**src/core/asr_pkg.sv**
```systemverilog
//----------------------------------------------------------------------
// constants
//----------------------------------------------------------------------
package asr_pkg;
    localparam int ADDR_W = 16;
    localparam int DATA_W = 16;
    localparam int LANE_W = 8;
    localparam int CLK_PERIOD_NS = 4;
    // access time and write pulse width of the slower grade
    localparam int T_ACCESS_NS = 15;
    localparam int T_WRPULSE_NS = 10;
    localparam int T_DSETUP_NS = 8;
    localparam int T_HIZ_NS = 7;
    function automatic int cyc_up(input int ns);
        return ((ns + CLK_PERIOD_NS - 1) / CLK_PERIOD_NS) < 1 ? 1 :
               ((ns + CLK_PERIOD_NS - 1) / CLK_PERIOD_NS);
    endfunction : cyc_up
    localparam int RD_CYC = cyc_up(T_ACCESS_NS) + 1;
    localparam int WR_CYC = cyc_up(T_WRPULSE_NS);
    localparam int SETUP_CYC = cyc_up(T_DSETUP_NS);
    localparam int HIZ_CYC = cyc_up(T_HIZ_NS);
    localparam logic [3:0] CNT_ZERO = 4'h0;
    typedef enum logic [2:0] {
        ASR_IDLE, ASR_RD_SEL, ASR_RD_WAIT, ASR_WR_SEL,
        ASR_WR_PULSE, ASR_WR_END, ASR_TURN
    } asr_state_t;
endpackage : asr_pkg

```
**src/core/asr_ctrl.sv**
```systemverilog
`timescale 1ns/10ps
`default_nettype none
module asr_ctrl (
    // clock and reset
    input wire logic mclk,
    input wire logic rst,
    // user request
    input wire logic req_valid,
    output logic req_ready,
    input wire logic req_write,
    input wire logic [15:0] req_addr,
    input wire logic [15:0] req_wdata,
    input wire logic [1:0] req_lane_n,
    output logic rsp_valid,
    output logic [15:0] rsp_rdata,
    // memory pins
    output logic mem_cs_n,
    output logic mem_we_n,
    output logic mem_oe_n,
    output logic low_lane_en_n,
    output logic high_lane_en_n,
    output logic [15:0] mem_addr,
    input wire logic [15:0] mem_dq_in,
    output logic [15:0] mem_dq_out,
    output logic mem_dq_oe
);
    //------------------------------------------------------------------
    // state
    //------------------------------------------------------------------
    asr_pkg::asr_state_t state_ff, nxt_state;
    logic [3:0] cnt_ff, nxt_cnt;
    logic [15:0] dq_s1_ff, dq_s2_ff;
    logic wr_ff;

    // pin input passes two flops before use
    always_ff @(posedge mclk or posedge rst) begin
        if (rst) begin
            dq_s1_ff <= 16'h0000;
            dq_s2_ff <= 16'h0000;
        end else begin
            dq_s1_ff <= mem_dq_in;
            dq_s2_ff <= dq_s1_ff;
        end
    end

    assign req_ready = (state_ff == asr_pkg::ASR_IDLE);

    always_comb begin
        nxt_state = state_ff;
        nxt_cnt = cnt_ff;
        case (state_ff)
            asr_pkg::ASR_IDLE: begin
                if (req_valid) begin
                    nxt_state = req_write ? asr_pkg::ASR_WR_SEL
                                          : asr_pkg::ASR_RD_SEL;
                end
            end
            // address latched on the same edge that select falls
            asr_pkg::ASR_RD_SEL: begin
                nxt_state = asr_pkg::ASR_RD_WAIT;
                nxt_cnt = 4'(asr_pkg::RD_CYC + 2);
            end
            asr_pkg::ASR_RD_WAIT: begin
                nxt_cnt = cnt_ff - 4'h1;
                if (cnt_ff == 4'h1) begin
                    nxt_state = asr_pkg::ASR_TURN;
                    nxt_cnt = 4'(asr_pkg::HIZ_CYC);
                end
            end
            asr_pkg::ASR_WR_SEL: begin
                nxt_state = asr_pkg::ASR_WR_PULSE;
                nxt_cnt = 4'(asr_pkg::WR_CYC);
            end
            asr_pkg::ASR_WR_PULSE: begin
                nxt_cnt = cnt_ff - 4'h1;
                if (cnt_ff == 4'h1) begin
                    nxt_state = asr_pkg::ASR_WR_END;
                end
            end
            asr_pkg::ASR_WR_END: begin
                nxt_state = asr_pkg::ASR_TURN;
                nxt_cnt = 4'(asr_pkg::HIZ_CYC);
            end
            asr_pkg::ASR_TURN: begin
                nxt_cnt = cnt_ff - 4'h1;
                if (cnt_ff <= 4'h1) begin
                    nxt_state = asr_pkg::ASR_IDLE;
                    nxt_cnt = asr_pkg::CNT_ZERO;
                end
            end
            default: begin
                nxt_state = asr_pkg::ASR_IDLE;
                nxt_cnt = asr_pkg::CNT_ZERO;
            end
        endcase
    end

    always_ff @(posedge mclk or posedge rst) begin
        if (rst) begin
            state_ff <= asr_pkg::ASR_IDLE;
            cnt_ff <= 4'h0;
        end else begin
            state_ff <= nxt_state;
            cnt_ff <= nxt_cnt;
        end
    end

    //------------------------------------------------------------------
    // pins
    //------------------------------------------------------------------
    // address and data latched at accept, held through cycle
    always_ff @(posedge mclk or posedge rst) begin
        if (rst) begin
            mem_addr <= 16'h0000;
            mem_dq_out <= 16'h0000;
            low_lane_en_n <= 1'b1;
            high_lane_en_n <= 1'b1;
            wr_ff <= 1'b0;
        end else if (state_ff == asr_pkg::ASR_IDLE && req_valid) begin
            mem_addr <= req_addr;
            mem_dq_out <= req_wdata;
            low_lane_en_n <= req_lane_n[0];
            high_lane_en_n <= req_lane_n[1];
            wr_ff <= req_write;
        end else if (nxt_state == asr_pkg::ASR_IDLE) begin
            low_lane_en_n <= 1'b1;
            high_lane_en_n <= 1'b1;
        end
    end

    // select low only during access; high otherwise for standby
    always_ff @(posedge mclk or posedge rst) begin
        if (rst) begin
            mem_cs_n <= 1'b1;
            mem_we_n <= 1'b1;
            mem_oe_n <= 1'b1;
            mem_dq_oe <= 1'b0;
        end else begin
            // select stays low past strobe rise: no joint rise
            mem_cs_n <= !(nxt_state == asr_pkg::ASR_RD_SEL ||
                          nxt_state == asr_pkg::ASR_RD_WAIT ||
                          nxt_state == asr_pkg::ASR_WR_SEL ||
                          nxt_state == asr_pkg::ASR_WR_PULSE ||
                          nxt_state == asr_pkg::ASR_WR_END);
            // strobe only inside select; strobe rises first
            mem_we_n <= !(nxt_state == asr_pkg::ASR_WR_PULSE);
            // oe low only on reads with strobe high
            mem_oe_n <= !(nxt_state == asr_pkg::ASR_RD_SEL ||
                          nxt_state == asr_pkg::ASR_RD_WAIT);
            // drive data across the write and one cycle past its end
            mem_dq_oe <= (nxt_state == asr_pkg::ASR_WR_SEL ||
                          nxt_state == asr_pkg::ASR_WR_PULSE ||
                          nxt_state == asr_pkg::ASR_WR_END);
        end
    end

    // capture read data after the synchroniser has settled
    always_ff @(posedge mclk or posedge rst) begin
        if (rst) begin
            rsp_valid <= 1'b0;
            rsp_rdata <= 16'h0000;
        end else begin
            rsp_valid <= 1'b0;
            if (state_ff == asr_pkg::ASR_RD_WAIT && cnt_ff == 4'h1) begin
                rsp_valid <= 1'b1;
                rsp_rdata <= dq_s2_ff;
            end
        end
    end

    //------------------------------------------------------------------
    // checks
    //------------------------------------------------------------------
    property p_we_in_cs;
        @(posedge mclk) disable iff (rst) !mem_we_n |-> !mem_cs_n;
    endproperty
    a_we_in_cs: assert property (p_we_in_cs)
        else $error("write strobe outside select");

    property p_we_oe_excl;
        @(posedge mclk) disable iff (rst) !(!mem_we_n && !mem_oe_n);
    endproperty
    a_we_oe_excl: assert property (p_we_oe_excl)
        else $error("strobe and output enable both low");

    property p_no_clash;
        @(posedge mclk) disable iff (rst) mem_dq_oe |-> mem_oe_n;
    endproperty
    a_no_clash: assert property (p_no_clash)
        else $error("driving bus while memory may drive");

    property p_pulse_len;
        @(posedge mclk) disable iff (rst)
            $fell(mem_we_n) |-> !mem_we_n [*3] ##1 mem_we_n;
    endproperty
    a_pulse_len: assert property (p_pulse_len)
        else $error("write pulse length wrong");

    property p_we_first;
        @(posedge mclk) disable iff (rst)
            $rose(mem_we_n) |-> !mem_cs_n && mem_dq_oe;
    endproperty
    a_we_first: assert property (p_we_first)
        else $error("strobe did not end write first");

    property p_addr_hold;
        @(posedge mclk) disable iff (rst)
            !mem_cs_n && !$fell(mem_cs_n) |-> $stable(mem_addr);
    endproperty
    a_addr_hold: assert property (p_addr_hold)
        else $error("address moved during access");

    property p_data_hold;
        @(posedge mclk) disable iff (rst)
            $rose(mem_we_n) |-> mem_dq_oe && $stable(mem_dq_out);
    endproperty
    a_data_hold: assert property (p_data_hold)
        else $error("data released before write end");

    property p_standby;
        @(posedge mclk) disable iff (rst)
            state_ff == asr_pkg::ASR_IDLE |-> mem_cs_n;
    endproperty
    a_standby: assert property (p_standby)
        else $error("select low while idle");

    property p_rd_rsp;
        @(posedge mclk) disable iff (rst)
            $fell(mem_oe_n) |-> ##[1:12] rsp_valid;
    endproperty
    a_rd_rsp: assert property (p_rd_rsp)
        else $error("read response missing");

    c_read: cover property (@(posedge mclk) rsp_valid);
    c_write: cover property (@(posedge mclk) $rose(mem_we_n));
    c_low_only: cover property (@(posedge mclk)
        !mem_we_n && !low_lane_en_n && high_lane_en_n);
endmodule : asr_ctrl
`default_nettype wire

```
**config.mk**
```make
export PLATFORM = sky130hd
export DESIGN_NAME = asr_ctrl
export DESIGN_NICKNAME = d
export VERILOG_FILES = /design/src/core/asr_pkg.sv /design/src/core/asr_ctrl.sv
export SDC_FILE = /design/constraint.sdc
export NUM_CORES = 1
export LEC_CHECK = 0
export ABC_AREA = 1
export ABC_CLOCK_PERIOD_IN_PS = 4500
export BUFFER_PORTS_ARGS = -buffer_cell sky130_fd_sc_hd__buf_2
export CAP_MARGIN = 20
export CORE_MARGIN = 2
export CORE_UTILIZATION = 54
export CTS_CLUSTER_DIAMETER = 60
export DETAILED_ROUTE_END_ITERATION = 10
export PLACE_DENSITY = 0.87
export SLEW_MARGIN = 30
export SYNTH_ARGS = -nofsm -noshare
export SYNTH_HDL_FRONTEND = slang
export SYNTH_SLANG_ARGS = --single-unit
export TNS_END_PERCENT = 20
```
**constraint.sdc**
```tcl
create_clock -name mclk -period 4.5 [get_ports mclk]
set_input_delay 0.9 -clock mclk [delete_from_list [all_inputs] [get_ports mclk]]
set_output_delay 0.9 -clock mclk [all_outputs]
set_load 0.02 [all_outputs]
```
* Yosys cells after proc, flatten, opt, wreduce, memory -nomap -nowiden
Index checks and enable logic that the tools add are counted.
** Cells by class
- Add/subtract/negate cells :: 1
- Multiply operators :: 0
- Divide/modulo/power cells :: 0
- Magnitude comparators :: 1
- Equality and inequality tests :: 12
- Shift-type cells :: 0
- Multiplexer cells :: 13
- Bitwise gates (word level) :: 0
- Reductions and logical operators :: 14
** Operators by type and width (number)
- $pmux 4 s7 :: 1
- $pmux 3 s7 :: 1
- $eq 3x3->1 const B :: 5
- $eq 3x2->1 const B :: 4
- $mux 3 :: 4
- $mux 4 :: 2
- $eq 3x1->1 const B :: 2
- $logic_not 3->1 :: 2
- $logic_or 1x1->1 :: 6
- $eq 4x1->1 const B :: 1
- $le 4x1->1 const B :: 1
- $mux 1 :: 4
- $sub 4x1->4 const B :: 1
- $logic_not 1->1 :: 3
- $logic_and 1x1->1 :: 2
- $mux 2 :: 1
- $reduce_bool 2->1 :: 1
** Storage, ports and cells
- Register bits :: 94
- Latch bits :: 0
- Memory bits (writable) :: 0
- ROM bits :: 0
- Input port bits :: 54
- Output and inout bits :: 56
- Logic and storage cells :: 55
- Memories kept :: 0

* Longest topological paths before layout
Gate-level depths: netlist of the first run.
- Depth in word-level cells :: 9
- Gate-level depth with buffers :: 11
- Depth with buffers taken out :: 11

* Worst setup path after synthesis of the first run
Ideal clock, no wire load.
- Kind :: register to output
- From :: reg state_ff[1]
- To :: out req_ready
- Data arrival time :: 809 ps
- Required time :: 3600 ps
- Setup slack :: 2791 ps
- Cell stages (with the launch flop) :: 4
- Path buffers :: 0
- Cell sequence :: dfrtp_1 -> nor2_2 -> nand2_2 -> inv_2
** Between the ends
- Cells in the longest elaborated chain, start to end :: 1
** Ends and longest elaborated chain
- start, declared :: line asr_ctrl.sv:30 : asr_pkg::asr_state_t state_ff, nxt_state;
- start signal, assigned :: line asr_ctrl.sv:100 : state_ff <= asr_pkg::ASR_IDLE;
- start signal, assigned :: line asr_ctrl.sv:103 : state_ff <= nxt_state;
- $logic_not 3->1 :: line asr_ctrl.sv:46 : assign req_ready = (state_ff == asr_pkg::ASR_IDLE);
- end, declared :: line asr_ctrl.sv:9 : output logic req_ready,
Every way passes these cells.

* Worst setup path after layout of the first run
Ends and elaborated chain as after synthesis.

==> run_results.csv, run 1 <==
group,metric,value,unit
worst_setup_path,cp_cell_sequence,"nor2_2 > nand2_2 > inv_2 > buf_2",
timing,rsz0062_at_grt,"false",
place,portBuffers,109,
yosys,ys_types,27,
yosys,synth_edf_count,0,
cts,cts_buffers,9,
worst_setup_path,r2r-end,"mem_dq_out[9]$_DFFE_PP0P_",
hold_path,hold_end,"dq_s2_ff[14]$_DFF_PP0_",
grt,first_global_vias,2556,
worst_setup_path,end_kind,"output port",
worst_setup_path,r2r-start,"state_ff[1]$_DFF_PP0_",
yosys,yosys-top-cells-count,"164 x nand2_1, 89 x dfrtp_1, 10 x inv_1",
worst_setup_path,rrSetupSlack,2.27,ns
timing,setup_tns,0,ns
flow_run,cap_violations,0,
cts,cts_setup_buffers,0,
yosys,synth_area,3410,sq um
route,ant_nets,0,
timing,setup_viol,0,
route,wl_met1,2810,um
floorplanning,die_area,6970,sq um
yosys,synthArstFlopShare,100,%
worst_setup_path,reg2regPathDepth,7,
cts,clockRootBuffer,"clkbuf_8",
hold_path,hold_class,"reg2reg",
yosys,yosys-top-cells-area,"dfrtp_1 65%, nand2_1 18%, dfstp_2 3.8%",
floorplanning,initial_utilization,56.6,%
floorplanning,die_w,83.5,um
place,dpl.hpwl,4500,um
worst_setup_path,critical_path.max_fanout,7,
route,vias_per_cell,4.79,
route,met3_length,441,um
grt,track_usage,19.8,%
yosys,yosys_warnings,0,
cts,h-tree-depth,3,
route,drc,0,
run_status,status,"finished clean",
route,wl_met2,3080,um
timing,fmax,431,MHz
floorplanning,die_y,83.5,um
route,drt-pass1-iter-count,6,
yosys,yosysTopAreaCellShare,65.2,%
layout,fin_cells,517,
cts,cts-hold-fix-buffers,0,
worst_setup_path,crit_required,3.60,ns
place,dp_cells,501,
power_and_ir_drop,ir_worst_vdd,0.387,mV
worst_setup_path,critical_path_arrival,1.42,ns
cts,cts_buffer_depth,2,
timing,hold_violations,0,
place,globalplace.congestion,0.829,
route,drt_iter0_markers,147,
layout,drive_above_1_share,34.2,%
layout,regArea,2360,sq um
yosys,synth_fp_nets,382,
hold_path,min_from,"dq_s1_ff[14]$_DFF_PP0_",
yosys,synth-compound-area-share,2.38,%
route,detail_route.wl_per_cell,12.4,um
place,post-place-ws,2.13,ns
layout,multiInputGateArea,947,sq um
timing,slew_headroom,40.7,%
worst_setup_path,cp-start-kind,"register",
yosys,synth_cells,326,
layout,nets,493,
yosys,synth_area_leader_cell,"dfrtp_1",
yosys,ys.flop_type,"dfrtp_1",
cts,cts_tree,"yes",
grt,grt.overflow.total,0,
timing,finalClockSkew,0.0112,ns
cts,clock_latency,0.35,ns
layout,n_fill_cell,473,
layout,area_delta_synth_final,23.0,%
timing,final.setup.worst_slack,2.18,ns
grt,antenna_found_initial,0,
cts,post_cts_resized,0,
worst_setup_path,max_stage_delay,0.47,ns
yosys,yosysSeqAreaShare,69.1,%
yosys,synth_fa_ha_area_share,0.733,%
cts,cts.clk_slew.worst_paths,0.10,ns
floorplanning,ios,110,
yosys,synth_xor_area_share,0.513,%
yosys,yosysMostFrequentCell,"nand2_1",
grt,grt_start_max_net_pins,95,
yosys,avgSynthCellArea,10.5,sq um
timing,period_share,51.5,%
worst_setup_path,crit_type,"reg2out",
cts,clock_sinks,94,
route,wirelength,6430,um
yosys,ys_ff_latch,94,
route,routed-via-count,2475,
power_and_ir_drop,p_leak,2.37,nW
worst_setup_path,slowest_stage,"dfrtp_1",
timing,tightest_slew,0.888,ns
floorplanning,num_rows,28,
hold_path,hold_depth,0,
grt,grt_pass1_wl,11100,um
yosys,synthSimpleGateAreaFrac,24.1,%
yosys,synthMuxAreaShare,0,%
timing,finalCriticalPeriod,2.32,ns
layout,antenna_cells,0,
route,dr.max_layer_used,"met4",
power_and_ir_drop,power.density,732,nW/um^2
floorplanning,core,6030,sq um
yosys,synth_top_family_by_area,"simple AND/OR/NAND/NOR gates",
timing,slew_violations,0,
[per-stage QoR]
stage	total power, mW	utilization (%)	hold WS (ns)	cell area, sq um
floorplan	2.18	-	0.331	3410
global placement	2.50	66.3	0.332	4000
detailed placement	2.56	66.4	0.335	4000
CTS	3.10	69.7	0.349	4200
global route	3.30	69.7	0.353	4200
finish	3.07	69.7	0.349	4200
[cell type report]
cell class	count	area share, %
well taps	75	2.24
clock buffers	9	2.95
repair buffers	109	13.0
clock inverters	7	1.79
flip-flops and latches	94	56.2
inverters	13	1.28
multi-input cells	210	22.6
[routing by layer]
layer  vias up  track usage [%]
met5         -                0
met4         0             9.09
met3         9             5.24
met2        88             32.6
met1      1158             24.9
li1       1220                -
[placed cells by master, fill, tap and decap left out, types with 5 or more instances in the layout]
master      n
inv_1       9
nand3_1     7
nand2_2     5
clkbuf_8    9
nor2_1      5
nand2_1   164
dfrtp_1    89
dfstp_2     5
buf_2     109
[flip-flops by register name (all words and copies together) (netlist names)]
| name | flops |
|---|---|
| mem_dq_oe | 1 |
| cnt_ff | 4 |
| low_lane_en_n | 1 |
| dq_s2_ff | 16 |
| mem_we_n | 1 |
| dq_s1_ff | 16 |
| mem_dq_out | 16 |
| mem_oe_n | 1 |
| rsp_rdata | 16 |
| rsp_valid | 1 |
| mem_cs_n | 1 |
| mem_addr | 16 |
| high_lane_en_n | 1 |
| state_ff | 3 |
[cell families after synthesis]
| logic type | Yosys count |
|---|---|
| fa+ha+maj | 2 |
| xor+xnor | 2 |
| buf+inv | 22 |
| compound gates | 12 |
| flops | 94 |
| simple gates | 194 |
[where the power goes]
group / internal, mW / leakage, nW / total (mW) / switching, mW
clock: 0.219 / 0.0981 / 0.538 / 0.319
sequential: 1.13 / 1.14 / 1.28 / 0.146
combinational: 0.417 / 1.13 / 1.26 / 0.842
[how the worst max path moves through the flow]
stage,from,endpoint,slack (ns),cells past startpoint
global placement,req_valid,mem_addr[14]$_DFFE_PP0P_,2.22,5
global route,state_ff[1]$_DFF_PP0_,mem_addr[5]$_DFFE_PP0P_,2.07,7
CTS,state_ff[1]$_DFF_PP0_,req_ready,2.17,4
floorplan,rst,cnt_ff[0]$_DFFE_PP0N_,1.16,1
finish,state_ff[1]$_DFF_PP0_,req_ready,2.18,4
detailed placement,req_valid,mem_dq_out[9]$_DFFE_PP0P_,2.13,5
[worst max-delay path, delay by kind of cell (launching register included)]
kind          cells  cell delay [ns]
buf+inv           2             0.27
flops             1             0.47
simple gates      2             0.34
Note: power is estimated with default switching activity, not from simulation.
==> run 2, diff against run 1 <==
- ABC_CLOCK_PERIOD_IN_PS: 4500 -> 2050
- CORE_UTILIZATION: 54 -> 45
- PLACE_DENSITY: 0.87 -> 0.78
- clock period: 4.5 -> 2.05 ns (I/O delays scaled with it)
==> run_results.csv, run 2 (synthesis gave the netlist of run 1 again) <==
group,metric,value,unit
timing,whs,0.131,ns
floorplanning,die_w,91.1,um
worst_setup_path,cp-start-kind,"register",
floorplanning,ios,110,
hold_path,hold_class,"in2async",
grt,antenna_found_initial,0,
grt,grt_start_max_net_pins,61,
run_status,status,"finished clean",
timing,rsz0062_at_grt,"false",
route,drt_iter0_markers,100,
timing,finalCriticalPeriod,1.83,ns
layout,mostFrequentLayoutCells,"164 x nand2_1, 109 x buf_2, 89 x dfrtp_1, 9 x inv_1, 9 x clkbuf_8",
route,ant_nets,0,
cts,h-tree-depth,3,
worst_setup_path,crit_required,1.64,ns
floorplanning,die_y,91.1,um
worst_setup_path,end_kind,"output port",
worst_setup_path,critical_path.max_fanout,7,
timing,period_share,89.5,%
power_and_ir_drop,p_int,3.90,mW
grt,track_usage,17.6,%
layout,area_delta_synth_final,25.2,%
worst_setup_path,crit_type,"reg2out",
place,placedInstanceArea,4080,sq um
place,globalplace.congestion,0.862,
power_and_ir_drop,seqPwrFrac,41.3,%
cts,cts_buffers,9,
cts,cts_setup_buffers,0,
layout,nets,498,
floorplanning,die_area,8300,sq um
timing,tightest_slew,0.413,ns
route,drc,0,
power_and_ir_drop,power.density,1600,nW/um^2
cts,clock_latency,0.36,ns
layout,antenna_cells,0,
power_and_ir_drop,power,6.82,mW
grt,grt.overflow.total,0,
timing,setup_tns,0,ns
cts,clock_sinks,94,
floorplanning,num_rows,31,
route,vias_per_cell,4.64,
layout,drive_above_1_share,34.9,%
grt,first_global_vias,2485,
power_and_ir_drop,power_frac_clock,17.3,%
power_and_ir_drop,pwr-share-comb,41.4,%
layout,multiInputGateArea,947,sq um
timing,hold_violations,0,
layout,regArea,2360,sq um
timing,setup_viol,0,
cts,clockRootBuffer,"clkbuf_8",
floorplanning,core,7290,sq um
worst_setup_path,critical_path_arrival,1.42,ns
timing,finalClockSkew,0.0150,ns
power_and_ir_drop,power_switching,2.93,mW
cts,cts_tree,"yes",
power_and_ir_drop,p_leak,2.39,nW
cts,post_cts_resized,0,
flow_run,cap_violations,0,
cts,cts-hold-fix-buffers,0,
route,detail_route.wl_per_cell,12.6,um
power_and_ir_drop,sw_frac_of_total,42.9,%
place,dpl.hpwl,4870,um
cts,cts_buffer_depth,2,
timing,slew_headroom,72.5,%
layout,final_common_cell,"nand2_1",
timing,fmax,545,MHz
route,wirelength,6870,um
grt,grt_pass1_wl,11500,um
route,drt-pass1-iter-count,5,
layout,final_area,4270,sq um
timing,slew_violations,0,
floorplanning,initial_utilization,46.8,%
power_and_ir_drop,ir_worst_vdd,0.820,mV
layout,n_fill_cell,628,
place,portBuffers,109,
route,routed-via-count,2531,
layout,fin_util,58.6,%
cts,cts.clk_slew.worst_paths,0.10,ns
## run 2: path summary, 6_finish.rpt
kind,endpoint,slack [ns],start,cells after the start
worst max register to register,mem_addr[14]$_DFFE_PP0P_,0.42,state_ff[1]$_DFF_PP0_,8
max in group asynchronous,mem_addr[9]$_DFFE_PP0P_,1.56,rst,3
min in group mclk,dq_s1_ff[9]$_DFF_PP0_,0.15,mem_dq_in[9],1
worst max-delay path,req_ready,0.22,state_ff[1]$_DFF_PP0_,4
worst min-delay path,cnt_ff[0]$_DFFE_PP0N_,0.13,rst,3
worst min register to register,dq_s2_ff[12]$_DFF_PP0_,0.35,dq_s1_ff[12]$_DFF_PP0_,0
## run 2: power groups by stage
stage               clock network, mW  registers, mW  logic (mW)
floorplan                           0           3.41        1.38
global placement                    0           2.82        2.75
detailed placement                  0           2.83        2.84
CTS                              1.22           2.81        2.84
global route                     1.31           2.89        3.13
finish                           1.18           2.82        2.83
## run 2: area by class of cell
| cell class | count | share of cell area, % |
|---|---|---|
| clock buffers | 9 | 2.90 |
| flip-flops and latches | 94 | 55.2 |
| clock inverters | 7 | 1.70 |
| multi-input cells | 210 | 22.2 |
| inverters | 13 | 1.23 |
| repair buffers | 114 | 13.9 |
| well taps | 99 | 2.90 |
## run 2: metal layers
| layer | vias up | wire (um) | track usage, % |
|---|---|---|---|
| li1 | 1233 | - | - |
| met1 | 1178 | 2990 | 23.3 |
| met2 | 106 | 3300 | 27.4 |
| met3 | 14 | 428 | 4.40 |
| met4 | 0 | 142 | 8.08 |
| met5 | - | 0 | 0 |
## run 2: metrics by stage
step	setup slack, ns	instances
CTS	0.219	546
floorplan	0.538	326
finish	0.215	546
global placement	0.539	530
detailed placement	0.470	530
global route	0.142	546
## run 2: worst max-delay path, cell delays in order, from the launching register on
cell and delay [ns]:
dfrtp_1 0.47, nor2_2 0.20, nand2_2 0.13, inv_2 0.10
buf_2 0.18
==> run 3, diff against run 2 <==
- ABC_AREA: 1 -> not set
- RECOVER_POWER: not set -> 50
==> run_results.csv, run 3 <==
group,metric,value,unit
timing,setup_tns,0,ns
yosys,synth_area,3360,sq um
yosys,ys.flop_type,"dfrtp_1",
cts,clock_latency,0.34,ns
route,detail_route.wl_per_cell,14.1,um
cts,cts_buffer_depth,2,
floorplanning,ios,110,
cts,cts_setup_buffers,0,
route,drt-pass1-iter-count,5,
cts,post_cts_resized,0,
yosys,synth_cells,205,
yosys,synth_edf_count,0,
yosys,avgSynthCellArea,16.4,sq um
place,post-place-ws,0.250,ns
yosys,yosysSeqAreaShare,70.1,%
timing,period_share,89.5,%
timing,finalClockSkew,0.00785,ns
timing,rsz0062_at_grt,"false",
floorplanning,die_w,90.5,um
worst_setup_path,slowest_stage,"dfrtp_1",
power_and_ir_drop,power_switching,2.55,mW
worst_setup_path,cp-start-kind,"register",
floorplanning,die_y,90.5,um
layout,mostFrequentLayoutCells,"108 x buf_2, 89 x dfrtp_1, 47 x mux2_2, 9 x clkbuf_8, 7 x inv_1",
power_and_ir_drop,p_int,4.28,mW
yosys,synth_area_leader_cell,"dfrtp_1",
worst_setup_path,crit_family,"compound AO/OA/AOI/OAI gates",
power_and_ir_drop,power.density,1620,nW/um^2
timing,hold_violations,0,
place,globalplace.congestion,0.727,
route,routed-via-count,2026,
worst_setup_path,critical_path_arrival,2.11,ns
timing,final.setup.worst_slack,0.216,ns
route,vias_per_cell,4.76,
cts,clock_sinks,94,
worst_setup_path,critical_path.max_fanout,6,
timing,tightest_slew,1.22,ns
power_and_ir_drop,pwr-share-comb,40.2,%
timing,setup_viol,0,
route,drc,0,
floorplanning,num_rows,31,
layout,n_fill_cell,606,
grt,first_global_vias,2073,
route,drt_iter0_markers,52,
cts,cts.clk_slew.worst_paths,0.09,ns
floorplanning,initial_utilization,46.4,%
place,dpl.hpwl,4170,um
grt,grt_pass1_wl,9690,um
floorplanning,core,7250,sq um
layout,area_delta_synth_final,25.3,%
power_and_ir_drop,power_frac_clock,17.6,%
route,ant_nets,0,
layout,antenna_cells,0,
worst_setup_path,crit_required,2.32,ns
yosys,ys_ff_latch,94,
yosys,yosys-top-cells-area,"dfrtp_1 66%, mux2_2 16%, dfstp_2 3.9%",
grt,antenna_found_initial,0,
timing,slew_violations,0,
grt,grt.overflow.total,0,
power_and_ir_drop,power,6.83,mW
yosys,synthArstFlopShare,100,%
timing,whs,0.167,ns
worst_setup_path,cp_cell_sequence,"inv_1 > ha_1 > or2_0 > a21o_1 > a211oi_4 > mux2i_1",
run_status,status,"finished clean",
place,portBuffers,109,
layout,fin_util,58.1,%
timing,fmax,545,MHz
yosys,yosys-top-cells-count,"89 x dfrtp_1, 47 x mux2_2, 8 x inv_1",
cts,cts-hold-fix-buffers,0,
hold_path,hold_class,"in2reg",
yosys,yosysTopAreaCellShare,66.2,%
flow_run,cap_violations,0,
worst_setup_path,crit_type,"reg2reg",
grt,grt_start_max_net_pins,95,
power_and_ir_drop,ir_worst_vdd,0.681,mV
cts,cts_tree,"yes",
power_and_ir_drop,seqPwrFrac,42.2,%
cts,h-tree-depth,3,
worst_setup_path,max_stage_delay,0.43,ns
timing,finalCriticalPeriod,1.83,ns
layout,final_common_cell,"buf_2",
worst_setup_path,cp_num_buf_inv,1,
layout,drive_above_1_share,56.3,%
route,wirelength,6000,um
yosys,yosysMostFrequentCell,"dfrtp_1",
yosys,ys_types,36,
yosys,synth_fp_nets,261,
power_and_ir_drop,sw_frac_of_total,37.3,%
yosys,yosys_warnings,0,
layout,nets,378,
power_and_ir_drop,p_leak,2.04,nW
worst_setup_path,end_kind,"register",
grt,track_usage,15.2,%
cts,clockRootBuffer,"clkbuf_8",
timing,slew_headroom,18.4,%
floorplanning,die_area,8180,sq um
cts,cts_buffers,9,
==> run 3: cell types whose count changed in the layout (fill, tap and decap cells not counted), sizes merged, moves of 6 or more <==
cell	before	now
mux2	0	48
nor2	11	4
inv	16	9
nand3	10	4
nand2	171	3
==> run 3: area by class of cell <==
| class | count | area (sq um) | area share [%] |
|---|---|---|---|
| multi-input cells | 96 | 915 | 21.7 |
| inverters | 8 | 33.8 | 0.802 |
| clock inverters | 6 | 68.8 | 1.63 |
| clock buffers | 10 | 128 | 3.03 |
| well taps | 99 | 124 | 2.94 |
| repair buffers | 113 | 587 | 13.9 |
| flip-flops and latches | 94 | 2360 | 56.0 |
==> run 3: routing by layer <==
metal  share of wire [%]  wire (um)  global-route usage [%]
met1                  43       2600                    19.9
met5                   0          0                       0
met4                 1.4         84                    6.92
met2                  50       3000                    24.1
met3                 5.3        319                    3.92
==> run 3: logic make-up (layout without fill, tap and decap cells) <==
kind of cell               count (synthesis)  count (layout)  share of synthesized area (%)
DFF                                       94              94                           70.1
muxes                                     51              51                           17.0
and+or+nand+nor                           23              23                           4.84
AOI/OAI and AO/OA                         20              20                           4.65
buffers and inverters                     15             137                           2.68
adders and majority gates                  2               2                          0.744
==> run 3: path summary, 6_finish.rpt <==
kind	slack, ns	cells after the start	start	to
worst min-delay path	0.17	1	mem_dq_in[3]	dq_s1_ff[3]$_DFF_PP0_
min in group asynchronous	0.51	3	rst	mem_addr[7]$_DFFE_PP0P_
worst max register to register	0.22	6	cnt_ff[0]$_DFFE_PP0N_	mem_cs_n$_DFF_PP1_
worst min register to register	0.35	0	dq_s1_ff[14]$_DFF_PP0_	dq_s2_ff[14]$_DFF_PP0_
worst max-delay path	0.22	6	cnt_ff[0]$_DFFE_PP0N_	mem_cs_n$_DFF_PP1_
max in group asynchronous	0.78	3	rst	rsp_rdata[0]$_DFFE_PP0P_
==> run 3: power by group through the flow <==
stage | clock network, mW | registers (mW) | logic, mW
after floorplan | 0 | 3.50 | 1.33
after global placement | 0 | 2.89 | 2.70
after detailed placement | 0 | 2.93 | 2.79
after CTS | 1.25 | 2.90 | 2.78
after global routing | 1.33 | 2.98 | 2.95
final | 1.20 | 2.88 | 2.74
==> run 3: metrics by stage <==
step / cell area [sq um] / std cells
floorplan: 3370 / 205
detailed placement: 4030 / 410
global placement: 4030 / 410
finish: 4210 / 426
CTS: 4230 / 426
global route: 4210 / 426
